===== config.mk =====
export PLATFORM = sky130hd
export DESIGN_NAME = tces_timer_channel_event_status_irq
export DESIGN_NICKNAME = d
export VERILOG_FILES = /design/src/hdl/tces_pkg.sv /design/src/hdl/tces_timer_channel_event_status_irq.sv
export SDC_FILE = /design/constraint.sdc
export NUM_CORES = 1
export LEC_CHECK = 0
export ABC_AREA = 1
export BUFFER_PORTS_ARGS = -buffer_cell sky130_fd_sc_hd__buf_4
export CORE_UTILIZATION = 25
export DETAILED_ROUTE_END_ITERATION = 10
export PLACE_DENSITY_LB_ADDON = 0.15
export SKIP_LAST_GASP = 1
export SYNTH_ARGS = -nofsm -noshare
export SYNTH_HDL_FRONTEND = slang
export SYNTH_SLANG_ARGS = --single-unit

===== constraint.sdc =====
create_clock -name clk_sys -period 2.6 [get_ports clk_sys]
set_clock_uncertainty 0.1 [all_clocks]
set_input_delay 0.13 -clock clk_sys [delete_from_list [all_inputs] [get_ports clk_sys]]
set_output_delay 0.13 -clock clk_sys [all_outputs]
set_load 0.02 [all_outputs]

===== src/hdl/tces_pkg.sv =====
// Purpose: Shared constants and types for the timer channel event block
// Assumes: AXI4-Lite, 32-bit data, byte addresses as printed
// Notes: Event bit layout is shared by status, enable, disable and mask
package tces_pkg;
   // Register byte offsets
   localparam logic [7:0] TCES_OFS_PERIOD = 8'h1C;
   localparam logic [7:0] TCES_OFS_STATUS = 8'h20;
   localparam logic [7:0] TCES_OFS_IRQ_EN = 8'h24;
   localparam logic [7:0] TCES_OFS_IRQ_DIS = 8'h28;
   localparam logic [7:0] TCES_OFS_IRQ_MASK = 8'h2C;
   // Event field positions
   localparam int TCES_BIT_WRAP = 0;
   localparam int TCES_BIT_OVR = 1;
   localparam int TCES_BIT_MA = 2;
   localparam int TCES_BIT_MB = 3;
   localparam int TCES_BIT_MC = 4;
   localparam int TCES_BIT_CAPA = 5;
   localparam int TCES_BIT_CAPB = 6;
   localparam int TCES_BIT_ETRG = 7;
   localparam int TCES_NUM_EVT = 8;
   // Level field positions
   localparam int TCES_BIT_CLKON = 16;
   localparam int TCES_BIT_LINEA = 17;
   localparam int TCES_BIT_LINEB = 18;
   // Reset values
   localparam logic [7:0] TCES_EVT_RST = 8'h00;
   localparam logic [15:0] TCES_PER_RST = 16'h0000;
   // AXI responses
   localparam logic [1:0] TCES_RESP_OKAY = 2'h0;
   localparam logic [1:0] TCES_RESP_SLVERR = 2'h2;

   // Event inputs from the counter core, one-cycle pulses
   typedef struct packed {
      logic extTrig;
      logic loadB;
      logic loadA;
      logic matchC;
      logic matchB;
      logic matchA;
      logic wrap;
   } tces_evt_t;

   // Complete state of the block
   typedef struct packed {
      logic [7:0] flags;
      logic [7:0] mask;
      logic pendA;
      logic pendB;
      logic [15:0] period;
      logic [2:0] pinA;
      logic [2:0] pinB;
      logic awHeld;
      logic [7:0] awAddr;
      logic wHeld;
      logic [31:0] wData;
      logic [3:0] wStrb;
      logic bValid;
      logic [1:0] bResp;
      logic rValid;
      logic [31:0] rData;
      logic [1:0] rResp;
   } tces_state_t;
endpackage : tces_pkg


===== src/hdl/tces_timer_channel_event_status_irq.sv =====
// Purpose: Event status, interrupt mask and period register of one channel
// Assumes: Counter core supplies one-cycle event pulses on clk_sys
// Notes: Status read clears all event flags; a same-cycle event survives
//
// Summary of operation
// (RULE1) Counter wrap sets bit 0, read clears
// (RULE2) Double capture load sets overrun bit 1
// (RULE3) Waveform match A sets bit 2
// (RULE4) Waveform match B sets bit 3
// (RULE5) Match C sets bit 4 any mode
// (RULE6) Capture load A sets bit 5
// (RULE7) Capture load B sets bit 6
// (RULE8) External trigger sets bit 7
// (RULE9) Bit 16 shows live count clock state
// (RULE10) Bit 17 mirrors line A level
// (RULE11) Bit 18 mirrors line B level
// (RULE12) Enable write sets mask bits written one
// (RULE13) Disable write clears mask bits written one
// (RULE14) Mask reads enabled events, resets zero
// (RULE15) Period register reads its current value
// (RULE16) Interrupt while flag and mask both set
//
// The AXI4-Lite interface to the registers was decided locally.
`timescale 1ns/10ps
module tces_timer_channel_event_status_irq
   import tces_pkg::*;
(
   input wire logic clk_sys,
   input wire logic reset,
   // AXI4-Lite slave
   input wire logic [7:0] s_axi_awaddr,
   input wire logic s_axi_awvalid,
   output logic s_axi_awready,
   input wire logic [31:0] s_axi_wdata,
   input wire logic [3:0] s_axi_wstrb,
   input wire logic s_axi_wvalid,
   output logic s_axi_wready,
   output logic [1:0] s_axi_bresp,
   output logic s_axi_bvalid,
   input wire logic s_axi_bready,
   input wire logic [7:0] s_axi_araddr,
   input wire logic s_axi_arvalid,
   output logic s_axi_arready,
   output logic [31:0] s_axi_rdata,
   output logic [1:0] s_axi_rresp,
   output logic s_axi_rvalid,
   input wire logic s_axi_rready,
   // Counter core side
   input wire tces_evt_t evtIn,
   input wire logic waveMode,
   input wire logic countClockOn,
   input wire logic timer_line_a,
   input wire logic timer_line_b,
   input wire logic driveLineA,
   input wire logic driveLineB,
   input wire logic readCaptureA,
   input wire logic readCaptureB,
   output logic [15:0] periodValue,
   output logic irqOut
);

   // Register state and its next value
   tces_state_t st_q;
   tces_state_t st_d;
   // Decoded bus events of this cycle
   logic wrFire;
   logic rdFire;
   logic stRead;
   logic [7:0] setEvt;
   logic lineA;
   logic lineB;

   // Byte enable merge for a 16-bit field
   function automatic logic [15:0] mergeLow16(input logic [15:0] old,
                                              input logic [31:0] dat,
                                              input logic [3:0] be);
      logic [15:0] r;
      r = old;
      if (be[0]) begin
         r[7:0] = dat[7:0];
      end
      if (be[1]) begin
         r[15:8] = dat[15:8];
      end
      return r;
   endfunction : mergeLow16

   // Handshake outputs
   assign s_axi_awready = !st_q.awHeld && !st_q.bValid;
   assign s_axi_wready = !st_q.wHeld && !st_q.bValid;
   assign s_axi_arready = !st_q.rValid;
   assign s_axi_bvalid = st_q.bValid;
   assign s_axi_bresp = st_q.bResp;
   assign s_axi_rvalid = st_q.rValid;
   assign s_axi_rdata = st_q.rData;
   assign s_axi_rresp = st_q.rResp;
   assign periodValue = st_q.period;
   // Interrupt level from flags gated by mask
   assign irqOut = |(st_q.flags & st_q.mask); // RULE16

   // Synchronised pin levels, second stage
   assign lineA = st_q.pinA[1];
   assign lineB = st_q.pinB[1];

   // Write fires once both address and data are held
   assign wrFire = st_q.awHeld && st_q.wHeld && !st_q.bValid;
   assign rdFire = s_axi_arvalid && s_axi_arready;
   assign stRead = rdFire && (s_axi_araddr == TCES_OFS_STATUS);

   // Event set terms, mode qualified except wrap, match C, trigger
   always_comb begin
      setEvt = TCES_EVT_RST;
      setEvt[TCES_BIT_WRAP] = evtIn.wrap; // RULE1
      setEvt[TCES_BIT_OVR] = !waveMode &&
         ((evtIn.loadA && st_q.pendA) ||
          (evtIn.loadB && st_q.pendB)); // RULE2
      setEvt[TCES_BIT_MA] = waveMode && evtIn.matchA; // RULE3
      setEvt[TCES_BIT_MB] = waveMode && evtIn.matchB; // RULE4
      setEvt[TCES_BIT_MC] = evtIn.matchC; // RULE5
      setEvt[TCES_BIT_CAPA] = !waveMode && evtIn.loadA; // RULE6
      setEvt[TCES_BIT_CAPB] = !waveMode && evtIn.loadB; // RULE7
      setEvt[TCES_BIT_ETRG] = evtIn.extTrig; // RULE8
   end

   // Next state
   always_comb begin
      st_d = st_q;
      // Pin synchronisers
      st_d.pinA = {st_q.pinA[1:0], timer_line_a};
      st_d.pinB = {st_q.pinB[1:0], timer_line_b};
      // Unread-capture tracking, load wins over read
      if (readCaptureA) begin
         st_d.pendA = 1'b0;
      end
      if (readCaptureB) begin
         st_d.pendB = 1'b0;
      end
      if (!waveMode && evtIn.loadA) begin
         st_d.pendA = 1'b1;
      end
      if (!waveMode && evtIn.loadB) begin
         st_d.pendB = 1'b1;
      end
      // Flags: read clears, new event wins
      if (stRead) begin
         st_d.flags = TCES_EVT_RST; // RULE1
      end
      st_d.flags = st_d.flags | setEvt;
      // Mode-excluded flags read zero
      if (waveMode) begin
         st_d.flags[TCES_BIT_OVR] = 1'b0; // RULE2
         st_d.flags[TCES_BIT_CAPA] = 1'b0; // RULE6
         st_d.flags[TCES_BIT_CAPB] = 1'b0; // RULE7
      end else begin
         st_d.flags[TCES_BIT_MA] = 1'b0; // RULE3
         st_d.flags[TCES_BIT_MB] = 1'b0; // RULE4
      end
      // Write channel capture
      if (s_axi_awvalid && s_axi_awready) begin
         st_d.awHeld = 1'b1;
         st_d.awAddr = s_axi_awaddr;
      end
      if (s_axi_wvalid && s_axi_wready) begin
         st_d.wHeld = 1'b1;
         st_d.wData = s_axi_wdata;
         st_d.wStrb = s_axi_wstrb;
      end
      // Write execution
      if (wrFire) begin
         st_d.awHeld = 1'b0;
         st_d.wHeld = 1'b0;
         st_d.bValid = 1'b1;
         st_d.bResp = TCES_RESP_OKAY;
         unique case (st_q.awAddr)
            TCES_OFS_PERIOD: begin
               st_d.period = mergeLow16(st_q.period, st_q.wData,
                                        st_q.wStrb);
            end
            TCES_OFS_IRQ_EN: begin
               if (st_q.wStrb[0]) begin
                  st_d.mask = st_q.mask | st_q.wData[7:0]; // RULE12
               end
            end
            TCES_OFS_IRQ_DIS: begin
               if (st_q.wStrb[0]) begin
                  st_d.mask = st_q.mask & ~st_q.wData[7:0]; // RULE13
               end
            end
            TCES_OFS_STATUS, TCES_OFS_IRQ_MASK: begin
               // Read-only: write ignored
               st_d.bResp = TCES_RESP_OKAY;
            end
            default: begin
               st_d.bResp = TCES_RESP_SLVERR;
            end
         endcase
      end else if (st_q.bValid && s_axi_bready) begin
         st_d.bValid = 1'b0;
      end
      // Read execution
      if (rdFire) begin
         st_d.rValid = 1'b1;
         st_d.rResp = TCES_RESP_OKAY;
         st_d.rData = '0;
         unique case (s_axi_araddr)
            TCES_OFS_PERIOD: begin
               st_d.rData[15:0] = st_q.period; // RULE15
            end
            TCES_OFS_STATUS: begin
               st_d.rData[7:0] = st_q.flags;
               st_d.rData[TCES_BIT_CLKON] = countClockOn; // RULE9
               st_d.rData[TCES_BIT_LINEA] =
                  waveMode ? driveLineA : lineA; // RULE10
               st_d.rData[TCES_BIT_LINEB] =
                  waveMode ? driveLineB : lineB; // RULE11
            end
            TCES_OFS_IRQ_MASK: begin
               st_d.rData[7:0] = st_q.mask; // RULE14
            end
            TCES_OFS_IRQ_EN, TCES_OFS_IRQ_DIS: begin
               // Write-only: reads as zero
               st_d.rResp = TCES_RESP_OKAY;
            end
            default: begin
               st_d.rResp = TCES_RESP_SLVERR;
            end
         endcase
      end else if (st_q.rValid && s_axi_rready) begin
         st_d.rValid = 1'b0;
      end
   end

   // State register
   always_ff @(posedge clk_sys) begin
      if (reset) begin
         st_q <= '0;
         st_q.mask <= TCES_EVT_RST; // RULE14
         st_q.period <= TCES_PER_RST;
      end else begin
         st_q <= st_d;
      end
   end

   // An unmasked event raises the interrupt one cycle later
   a_irq_level: assert property (@(posedge clk_sys) disable iff (reset)
      ((setEvt & st_q.mask) != TCES_EVT_RST) && !wrFire
      |=> irqOut) // RULE16
      else $error("irq not raised by unmasked event");

   // Wrap event visible one cycle later
   a_wrap_sets: assert property (@(posedge clk_sys) disable iff (reset)
      evtIn.wrap |=> st_q.flags[TCES_BIT_WRAP]) // RULE1
      else $error("wrap flag not set");

   // Overrun never seen in waveform mode
   a_ovr_wave: assert property (@(posedge clk_sys) disable iff (reset)
      waveMode && $past(waveMode) |-> !st_q.flags[TCES_BIT_OVR]) // RULE2
      else $error("overrun set in waveform mode");

   // Match A never in capture mode
   a_ma_capture: assert property (@(posedge clk_sys) disable iff (reset)
      !waveMode && !$past(waveMode) |-> !st_q.flags[TCES_BIT_MA]) // RULE3
      else $error("match A set in capture mode");

   // Match B set in waveform mode
   a_mb_sets: assert property (@(posedge clk_sys) disable iff (reset)
      waveMode && evtIn.matchB ##1 waveMode
      |-> st_q.flags[TCES_BIT_MB]) // RULE4
      else $error("match B flag not set");

   // Match C set in either mode
   a_mc_sets: assert property (@(posedge clk_sys) disable iff (reset)
      evtIn.matchC |=> st_q.flags[TCES_BIT_MC]) // RULE5
      else $error("match C flag not set");

   // Load A in capture mode sets its flag
   a_capa_sets: assert property (@(posedge clk_sys) disable iff (reset)
      !waveMode && evtIn.loadA ##1 !waveMode
      |-> st_q.flags[TCES_BIT_CAPA]) // RULE6
      else $error("capture A flag not set");

   // Load B in capture mode sets its flag
   a_capb_sets: assert property (@(posedge clk_sys) disable iff (reset)
      !waveMode && evtIn.loadB ##1 !waveMode
      |-> st_q.flags[TCES_BIT_CAPB]) // RULE7
      else $error("capture B flag not set");

   // Status read without events clears flags
   a_read_clear: assert property (@(posedge clk_sys) disable iff (reset)
      stRead && setEvt == TCES_EVT_RST |=> st_q.flags == TCES_EVT_RST) // RULE1
      else $error("flags survive status read");

   // Enable write sets the written bits
   a_en_sets: assert property (@(posedge clk_sys) disable iff (reset)
      wrFire && st_q.awAddr == TCES_OFS_IRQ_EN && st_q.wStrb[0]
      |=> (st_q.mask & $past(st_q.wData[7:0]))
          == $past(st_q.wData[7:0])) // RULE12
      else $error("enable write missed");

   // Disable write clears the written bits
   a_dis_clears: assert property (@(posedge clk_sys) disable iff (reset)
      wrFire && st_q.awAddr == TCES_OFS_IRQ_DIS && st_q.wStrb[0]
      |=> (st_q.mask & $past(st_q.wData[7:0])) == 8'h00) // RULE13
      else $error("disable write missed");

   // Mask holds when no mask write occurs
   a_mask_hold: assert property (@(posedge clk_sys) disable iff (reset)
      !wrFire |=> $stable(st_q.mask)) // RULE14
      else $error("mask changed without write");

   // Period read returns held value
   a_period_read: assert property (@(posedge clk_sys) disable iff (reset)
      rdFire && s_axi_araddr == TCES_OFS_PERIOD
      |=> s_axi_rdata[15:0] == $past(st_q.period)) // RULE15
      else $error("period read wrong");

   // Clock state bit is live
   a_clk_live: assert property (@(posedge clk_sys) disable iff (reset)
      stRead |=> s_axi_rdata[TCES_BIT_CLKON] == $past(countClockOn)) // RULE9
      else $error("clock state bit wrong");

   // Line mirrors in waveform mode
   a_line_mirror: assert property (@(posedge clk_sys) disable iff (reset)
      stRead && waveMode |=> s_axi_rdata[TCES_BIT_LINEA] == $past(driveLineA)
      && s_axi_rdata[TCES_BIT_LINEB] == $past(driveLineB)) // RULE10 RULE11
      else $error("line mirror wrong");

   // Match A set in waveform mode
   a_ma_sets: assert property (@(posedge clk_sys) disable iff (reset)
      waveMode && evtIn.matchA |=> st_q.flags[TCES_BIT_MA]) // RULE3
      else $error("match A flag not set");

   // Second unread load A in capture mode flags overrun
   a_ovr_sets: assert property (@(posedge clk_sys) disable iff (reset)
      !waveMode && evtIn.loadA && st_q.pendA
      |=> st_q.flags[TCES_BIT_OVR]) // RULE2
      else $error("overrun flag not set");

   // External trigger sets its flag in either mode
   a_etrg_sets: assert property (@(posedge clk_sys) disable iff (reset)
      evtIn.extTrig |=> st_q.flags[TCES_BIT_ETRG]) // RULE8
      else $error("trigger flag not set");

   // Match B never in capture mode
   a_mb_capture: assert property (@(posedge clk_sys) disable iff (reset)
      !waveMode && !$past(waveMode) |-> !st_q.flags[TCES_BIT_MB]) // RULE4
      else $error("match B set in capture mode");

   // Load A flag never in waveform mode
   a_capa_wave: assert property (@(posedge clk_sys) disable iff (reset)
      waveMode && $past(waveMode) |-> !st_q.flags[TCES_BIT_CAPA]) // RULE6
      else $error("capture A set in waveform mode");

   // Load B flag never in waveform mode
   a_capb_wave: assert property (@(posedge clk_sys) disable iff (reset)
      waveMode && $past(waveMode) |-> !st_q.flags[TCES_BIT_CAPB]) // RULE7
      else $error("capture B set in waveform mode");

   // Status read returns the flags held before clearing
   a_status_flags: assert property (@(posedge clk_sys) disable iff (reset)
      stRead |=> s_axi_rdata[7:0] == $past(st_q.flags)) // RULE1
      else $error("status flags read wrong");

   // Line mirrors follow the synchronised pins in capture mode
   a_line_capture: assert property (@(posedge clk_sys) disable iff (reset)
      stRead && !waveMode
      |=> s_axi_rdata[TCES_BIT_LINEA] == $past(lineA)
      && s_axi_rdata[TCES_BIT_LINEB] == $past(lineB)) // RULE10 RULE11
      else $error("line pin mirror wrong");

   // Write answered one cycle after address and data are held
   a_write_resp: assert property (@(posedge clk_sys) disable iff (reset)
      wrFire |=> s_axi_bvalid)
      else $error("write response missing");

   // Read answered one cycle after the address is taken
   a_read_resp: assert property (@(posedge clk_sys) disable iff (reset)
      rdFire |=> s_axi_rvalid)
      else $error("read response missing");

endmodule : tces_timer_channel_event_status_irq


==> flow_summary.yaml, run 1 <==
clock_network:
  numCtsBuffers: 9
  cts_root_buffer: "clkbuf_16"
  clock_latency_ps: 340
  htree_levels: 3
  cts_hold_buffers: 43
  ctsResizeCount: 0
  cts_tree: "yes"
  cts.clk_slew.worst_paths_ps: 60
  cts_setup_buffers: 0
  ctsLongestPathBuffers: 2
  numClockSinks: 89
critical_path:
  critPathCaptureType: "register"
  path_max_fanout: 12
  worstPathArrival_ps: 2160
  worstSetupPathType: "register to register"
  startpoint_type: "register"
  crit_required_ps: 2730
global_route:
  globalRouteOverflowTotal: 0
  grt_max_degree: 41
  grt_antenna_before_repair: 0
  grt_pass1_wl_um: 16300
  grt_use_total_pct: 12.9
  grt_pass1_vias: 3215
run_status:
  status: "complete, no violations"
die:
  dieArea_um2: 16700
  io_pins: 132
  die_h_um: 129
  start_util_pct: 25.5
  core_um2: 15800
  row_count: 46
  die_width_um: 129
timing:
  max_freq_mhz: 492
  tns_ps: 0
  rsz0062_at_grt: "false"
  post-route-period-util_pct: 78.2
  layout_min_cycle_time_ps: 2030
  setup_viol: 0
  setup_ws_ps: 568
  finalHoldWorstSlack_ps: 15.6
  slew_violations: 0
  timing.final.hold_violations: 0
synthesis:
  synth-seq-cells: 89
  yosysSeqAreaShare_pct: 44.1
  synth_cell_types: 31
  syn_inst: 535
  synthFlopType: "dfxtp_1"
  synth_area_um2: 4040
  synth_edf_count: 0
  synth_warnings: 0
  avgSynthCellArea_um2: 7.55
  async_reset_ff_share_pct: 0
finish:
  fin_cells: 850
  antenna_cells: 0
  final_cell_mix: "102 x buf_4, 89 x dfxtp_1, 76 x nand2_1, 74 x nor2_1, 50 x a21oi_1"
  drive_above_1_share_pct: 21.3
  final_nets: 707
  layout_commonest_cell: "buf_4"
  synthToLayoutAreaGrowth_pct: 31.7
  finalCoreUtilization_pct: 33.6
placed_design:
  port_buffers: 98
  dp_hpwl_um: 7420
  dp_slack_ps: 890
  gp_routability_congestion: 0.759
  dpl.cell_count: 795
detailed_routing:
  drt_first_pass_iters: 4
  drt-initial-drc-count: 185
  routed_wl_um: 10300
  wl_per_cell_um: 12.2
  drc: 0
  via_per_inst: 4.18
  postRouteAntennaNets: 0
  vias: 3554
pwr:
  cellLeakagePower_nw: 2.30
  powerDensity_nw_per_um2: 576
  ir_drop_mv: 0.304
flow_run:
  max_cap_violations: 0
min_path:
  hp-class: "input pin to register"
synth_stat cells, drive strengths merged (2+ instances only):
library cell,number,area [um2]
dfxtp,89,1780
nor2,83,382
nand2,79,309
buf,60,450
nand3,53,285
a21oi,50,250
inv,44,165
o21ai,43,215
clkbuf,12,45.0
nand4,8,50.1
a221oi,2,17.5
clkinv,2,7.51
mux2,2,22.5
o32ai,2,17.5
worst max-delay path: stages, from the launching register on:
cell and delay [ps]:
dfxtp_1 310, inv_1 90, nand2_1 290, clkinv_1 150, nand3_2 200, a21oi_1 180, nor2_1 50, dlygate4sd3_1 550
per-layer routing:
metal | wire length [um] | GRT usage (%) | up-vias
li1 | - | - | 1862
met1 | 5120 | 17.0 | 1596
met2 | 4590 | 19.8 | 85
met3 | 434 | 2.81 | 11
met4 | 193 | 6.23 | 0
met5 | 0 | 0 | -
layout make-up:
| type | count | area (um2) |
|---|---|---|
| tap | 216 | 270 |
| sequential | 89 | 1780 |
| clock buffer | 11 | 253 |
| multi-input combinational | 342 | 1640 |
| clock inverter | 1 | 5.00 |
| fill | 1722 | 10500 |
| inverter | 46 | 173 |
| timing repair buffer | 145 | 1200 |
power by group:
part / total (W) / switching (W) / internal [W]
combinational: 0.000398 / 0.000218 / 0.000180
sequential: 0.00148 / 0.0000478 / 0.00143
clock: 0.00119 / 0.000509 / 0.000677
worst paths after layout:
kind / start / slack [ps] / end / cells past startpoint
setup reg to reg: s_axi_rvalid / 570 / st_q[118] / 7
hold / removal: s_axi_wdata[4] / 20 / st_q[46] / 3
hold reg to reg: st_d[88] / 300 / lineA / 2
setup / recovery: s_axi_rvalid / 570 / st_q[118] / 7
logic make-up after synthesis:
logic type             count (synthesis)  share of synthesized area (%)
AO/OA/AOI/OAI                        100                           12.9
AND/OR/NAND/NOR                      224                           25.6
other                                  1                         0.0928
XOR/XNOR                               1                          0.217
flip-flops                            89                           44.1
multiplexers                           2                          0.558
buffers and inverters                118                           16.5
per-stage QoR:
stage          cell area [um2]  power (W)
2_1_floorplan             4090    0.00175
3_3_place_gp              4630    0.00186
3_5_place_dp              4630    0.00186
4_1_cts                   5320    0.00311
5_1_grt                   5320    0.00321
6_report                  5320    0.00306
state kept, by name (all words and copies together) (netlist names), named ones only:
name          count
s_axi_rdata      19
s_axi_bresp       1
lineA             1
s_axi_rresp       1
lineB             1
s_axi_rvalid      1
s_axi_bvalid      1
st_d              2
st_q             38
periodValue      16
Power figures use the tool's default switching activity.
==> run 2, diff against run 1 <==
==> constraint.sdc (replaced) <==
create_clock -name clk_sys -period 1.77 [get_ports clk_sys]
set_clock_uncertainty 0.1 [all_clocks]
set_input_delay 0.0885 -clock clk_sys [delete_from_list [all_inputs] [get_ports clk_sys]]
set_output_delay 0.0885 -clock clk_sys [all_outputs]
set_load 0.02 [all_outputs]
==> run 2 against run 1 <==
Register-to-register slack got worse by 300 ps. Clock-buffer cell count did not move. Core utilization rose by 0.65 points. Critical path depth fell by 2. Flip-flop and latch count did not move. Global-route usage rose by 0.22 points. Sequential share of layout area fell by 0.63 points. Non-clock buffer count rose by 6. Cell count rose by 1.2%. Critical endpoint is now st_q[107].
==> flow_summary.yaml, run 2 (synthesis results as in run 1) <==
detailed_routing:
  postRouteAntennaNets: 0
  routed_wl_um: 10500
  drt-initial-drc-count: 169
  drc: 0
  via_per_inst: 4.21
  drt_first_pass_iters: 4
  wl_per_cell_um: 12.2
  vias: 3623
clock_network:
  cts.clk_slew.worst_paths_ps: 70
  cts_tree: "yes"
  numClockSinks: 89
  ctsLongestPathBuffers: 2
  htree_levels: 3
  clock_latency_ps: 330
  numCtsBuffers: 9
  cts_root_buffer: "clkbuf_16"
timing:
  layout_min_cycle_time_ps: 1720
  slew_violations: 0
  setup_viol: 0
  post-route-period-util_pct: 97.4
  setup_ws_ps: 45.2
  rsz0062_at_grt: "false"
  timing.final.hold_violations: 0
  max_freq_mhz: 580
  tns_ps: 0
critical_path:
  crit_required_ps: 1940
  path_max_fanout: 24
  critPathCaptureType: "register"
  path_common_cell: "dlygate4sd3_1"
  startpoint_type: "input pin"
  worstPathArrival_ps: 1890
  slowest_stage: "dlygate4sd3_1"
  critPathMaxStageDelay_ps: 590
  worstSetupPathType: "input pin to register"
  crit_path_cell_trace: "dlygate4sd3_1 > buf_4 > buf_6 > o32ai_1 > dlygate4sd3_1"
flow_run:
  max_cap_violations: 0
finish:
  drive_above_1_share_pct: 22.2
  final_cell_mix: "105 x buf_4, 89 x dfxtp_1, 76 x nand2_1, 74 x nor2_1, 50 x a21oi_1"
  largest_register_ffs: 38
  layout_commonest_cell: "buf_4"
  antenna_cells: 0
  synthToLayoutAreaGrowth_pct: 34.3
  multi_input_area_um2: 1640
  fill_cells: 1709
  largest-register: "st_q"
  fin_cells: 860
  final_nets: 713
  seqCellArea_um2: 1780
global_route:
  grt_antenna_before_repair: 0
  globalRouteOverflowTotal: 0
  grt_pass1_vias: 3364
  grt_max_degree: 47
  grt_pass1_wl_um: 16800
  grt_use_total_pct: 13.1
pwr:
  cellLeakagePower_nw: 2.35
  powerDensity_nw_per_um2: 870
  ir_drop_mv: 0.417
die:
  die_h_um: 129
  dieArea_um2: 16700
  core_um2: 15800
  io_pins: 132
  die_width_um: 129
  row_count: 46
  start_util_pct: 25.5
run_status:
  status: "complete, no violations"
placed_design:
  dp_hpwl_um: 7590
  dp_slack_ps: 253
  gp_routability_congestion: 0.746
  dpl.cell_count: 799
  port_buffers: 98
min_path:
  hp-class: "input pin to register"
-- run 2: changes by cell type in the layout (fill, tap and decap cells not counted) --
cell / previous run / this run
buf_4: 102 / 105
buf_6: 0 / 1
bufinv_16: 0 / 1
clkinv_2: 1 / 3
clkinv_4: 0 / 1
dlygate4sd3_1: 43 / 45
-- run 2: per-stage QoR --
stage / utilization (%) / power (W) / area [um2] / hold slack (ps)
2_1_floorplan: - / 0.00257 / 4090 / 95.5
3_3_place_gp: 29.5 / 0.00273 / 4660 / 193
3_5_place_dp: 29.5 / 0.00275 / 4660 / 198
4_1_cts: 34.2 / 0.00481 / 5420 / 20.1
5_1_grt: 34.3 / 0.00496 / 5420 / 58.2
6_report: 34.3 / 0.00472 / 5420 / 33.7
-- run 2: critical path, delay by kind of cell --
family,cells,cell delay (ps)
buffers and inverters,4,1520
AOI/OAI and AO/OA,1,280
-- run 2: routing by layer --
metal  share of wire, %  vias to the layer above  track usage (%)
li1                   -                     1885                -
met1                 48                     1630             17.3
met2                 46                      100             20.5
met3                5.0                        8             2.60
met4               0.76                        0             6.09
met5                  0                        -                0
-- run 2: path summary, 6_finish.rpt --
| path | startpoint | slack (ps) | end | cells past startpoint |
|---|---|---|---|---|
| setup / recovery | reset | 50 | st_q[107] | 5 |
| hold / removal | driveLineB | 30 | s_axi_rdata[18] | 4 |
| setup reg to reg | st_q[81] | 270 | periodValue[12] | 6 |
| hold reg to reg | st_d[88] | 300 | lineA | 2 |
-- run 2: cell type report --
cell class,count,share of cell area [%]
Clock inverter,5,0.992
Clock buffer,11,4.66
Multi-Input combinational cell,342,30.3
Inverter,46,3.18
Sequential cell,89,32.9
Tap cell,216,4.98
Timing Repair Buffer,151,23.1
-- run 2: report_power, final --
part           internal (W)  leakage (nW)  total (W)  switching, W
Sequential          0.00210         0.729    0.00217     0.0000705
Combinational      0.000276          1.46   0.000600      0.000324
Clock               0.00117         0.155    0.00195      0.000779
Total               0.00355          2.35    0.00472       0.00117
-- run 2: what timing repair did --
item,in CTS,in global routing
gates resized for setup,0,1
buffers inserted,0,0
setup endpoints to repair,0,2
endpoints found under the hold margin,52,0
hold buffers,45,0
==> run 3, diff against run 2 <==
--- a/config.mk
+++ b/config.mk
@@ -5,7 +5,6 @@
 export SDC_FILE = /design/constraint.sdc
 export NUM_CORES = 1
 export LEC_CHECK = 0
-export ABC_AREA = 1
 export BUFFER_PORTS_ARGS = -buffer_cell sky130_fd_sc_hd__buf_4
 export CORE_UTILIZATION = 25
 export DETAILED_ROUTE_END_ITERATION = 10
==> constraint.sdc (replaced) <==
create_clock -name clk_sys -period 1.77 [get_ports clk_sys]
set_clock_uncertainty 0.1 [all_clocks]
set_input_delay 0.177 -clock clk_sys [delete_from_list [all_inputs] [get_ports clk_sys]]
set_output_delay 0.177 -clock clk_sys [all_outputs]
set_load 0.02 [all_outputs]
==> run 3 against run 2 <==
Synthesized cell count down 17%. Clock power about the same. Register-to-register slack worse by 150 ps. Sequential share of layout area up 0.97 points. Cell area down 2.7%. Wire length down 5.0%. Cell count down 13%. Largest power group unchanged.
==> flow_summary.yaml, run 3 <==
run_status:
  status: "complete, no violations"
die:
  row_count: 45
  core_um2: 15200
  die_width_um: 127
  start_util_pct: 25.6
  dieArea_um2: 16100
  die_h_um: 127
  io_pins: 132
clock_network:
  cts_tree: "yes"
  cts_root_buffer: "clkbuf_16"
  numCtsBuffers: 9
  cts.clk_slew.worst_paths_ps: 60
  htree_levels: 3
  numClockSinks: 89
  clock_latency_ps: 340
  ctsLongestPathBuffers: 2
finish:
  synthToLayoutAreaGrowth_pct: 35.5
  drive_above_1_share_pct: 27.7
  final_nets: 625
  finalCoreUtilization_pct: 34.7
  largest-register: "st_q"
  largest_register_ffs: 38
  layout_commonest_cell: "buf_4"
  finalInstanceArea_um2: 5280
  final_cell_mix: "120 x buf_4, 88 x dfxtp_1, 64 x nand2_1, 50 x a21oi_1, 35 x dlygate4sd3_1"
  antenna_cells: 0
critical_path:
  r2r_start: "st_q[75]"
  crit_start: "st_q[75]"
  worstPathArrival_ps: 1780
  startpoint_type: "register"
  rr_worst_depth: 5
  path_max_fanout: 16
  crit_required_ps: 1900
  worstSetupPathType: "register to register"
  critPathCaptureType: "register"
synthesis:
  yosys-top-cells-count: "89 x dfxtp_1, 64 x nand2_1, 54 x buf_4"
  synth-seq-cells: 89
  synth_area_um2: 3890
  yosys.area.top_type: "dfxtp_1"
  yosysMostFrequentCell: "dfxtp_1"
  syn_inst: 446
  synth_area_leaders: "dfxtp_1 46%, buf_4 10%, a21oi_1 6.4%"
  synth_warnings: 0
  async_reset_ff_share_pct: 0
  avgSynthCellArea_um2: 8.73
  synth_cell_types: 38
  synth_edf_count: 0
  yosysSeqAreaShare_pct: 45.8
  yosysTopAreaCellShare_pct: 45.8
  synthFlopType: "dfxtp_1"
detailed_routing:
  via_per_inst: 4.49
  routed_wl_um: 9990
  wl_per_cell_um: 13.4
  postRouteAntennaNets: 0
  drt-initial-drc-count: 180
  drt_first_pass_iters: 4
  vias: 3337
  drc: 0
pwr:
  cellLeakagePower_nw: 2.21
  ir_drop_mv: 0.420
  powerDensity_nw_per_um2: 860
min_path:
  hold_depth: 3
  hp-class: "input pin to register"
  min_from: "s_axi_wdata[5]"
timing:
  slew_headroom_pct: 59.3
  post-route-period-util_pct: 93.2
  rsz0062_at_grt: "false"
  max_freq_mhz: 606
  setup_viol: 0
  tns_ps: 0
  layout_min_cycle_time_ps: 1650
  slew_violations: 0
  timing.final.hold_violations: 0
  worstMarginPinSlew_ps: 610
global_route:
  grt_pass1_vias: 3180
  grt_use_total_pct: 12.7
  globalRouteOverflowTotal: 0
  grt_max_degree: 31
  grt_pass1_wl_um: 15900
  grt_antenna_before_repair: 0
placed_design:
  port_buffers: 98
  gp_routability_congestion: 0.761
  dp_hpwl_um: 7150
  placed_area_um2: 4610
flow_run:
  max_cap_violations: 0
run 3: area by class of cell:
type	count	area [um2]
flip-flops and latches	89	1790
well taps	188	235
clock buffers	12	246
inverters	5	18.8
repair buffers	156	1270
fillers	1610	9920
multi-input cells	290	1670
clock inverters	4	51.3
run 3: power breakdown:
group	internal, W	switching [W]
Sequential	0.00207	0.0000466
Combinational	0.000243	0.000261
Clock	0.00114	0.000783
Total	0.00345	0.00109
run 3: kinds of logic after synthesis:
kind of cell,synth area share (%)
AOI/OAI and AO/OA,15.1
xor gates and xnor gates,0.450
muxes,4.88
other,0.0963
DFF,45.8
and+or+nand+nor,20.5
buffers and inverters,13.1
run 3: path summary, 6_finish.rpt:
kind | end | slack, ps
max | register | 120
min | st_q[47] | 10
max reg2reg | register | 120
min reg2reg | lineA | 340
run 3: metal layers:
layer	global-route usage, %	wire, um
met5	0	0
met2	20.3	4520
met3	4.05	509
met4	3.22	97
met1	16.6	4860
run 3: per-stage QoR:
step	setup slack, ps	hold WS (ps)	instances	total power [W]
3_3_place_gp	53.9	288	692	0.00260
2_1_floorplan	3.70	194	460	0.00241
6_report	121	11.2	744	0.00454
5_1_grt	12.8	16.1	744	0.00475
3_5_place_dp	42.3	293	692	0.00261
4_1_cts	76.6	0.908	743	0.00461
run 3: timing repair:
| item | 4_1_cts | 5_1_grt |
|---|---|---|
| setup buffers | 0 | 1 |
| hold buffers | 35 | 0 |
| hold endpoints to repair | 37 | 0 |
| resized for setup | 0 | 1 |
| setup endpoints to repair | 0 | 9 |
run 3: worst max-delay path, cell delays in order, from the launching register on:
cell	delay, ps
dfxtp_1	320
nor4_2	320
and3_1	260
buf_12	150
nand4_1	110
mux2_2	290
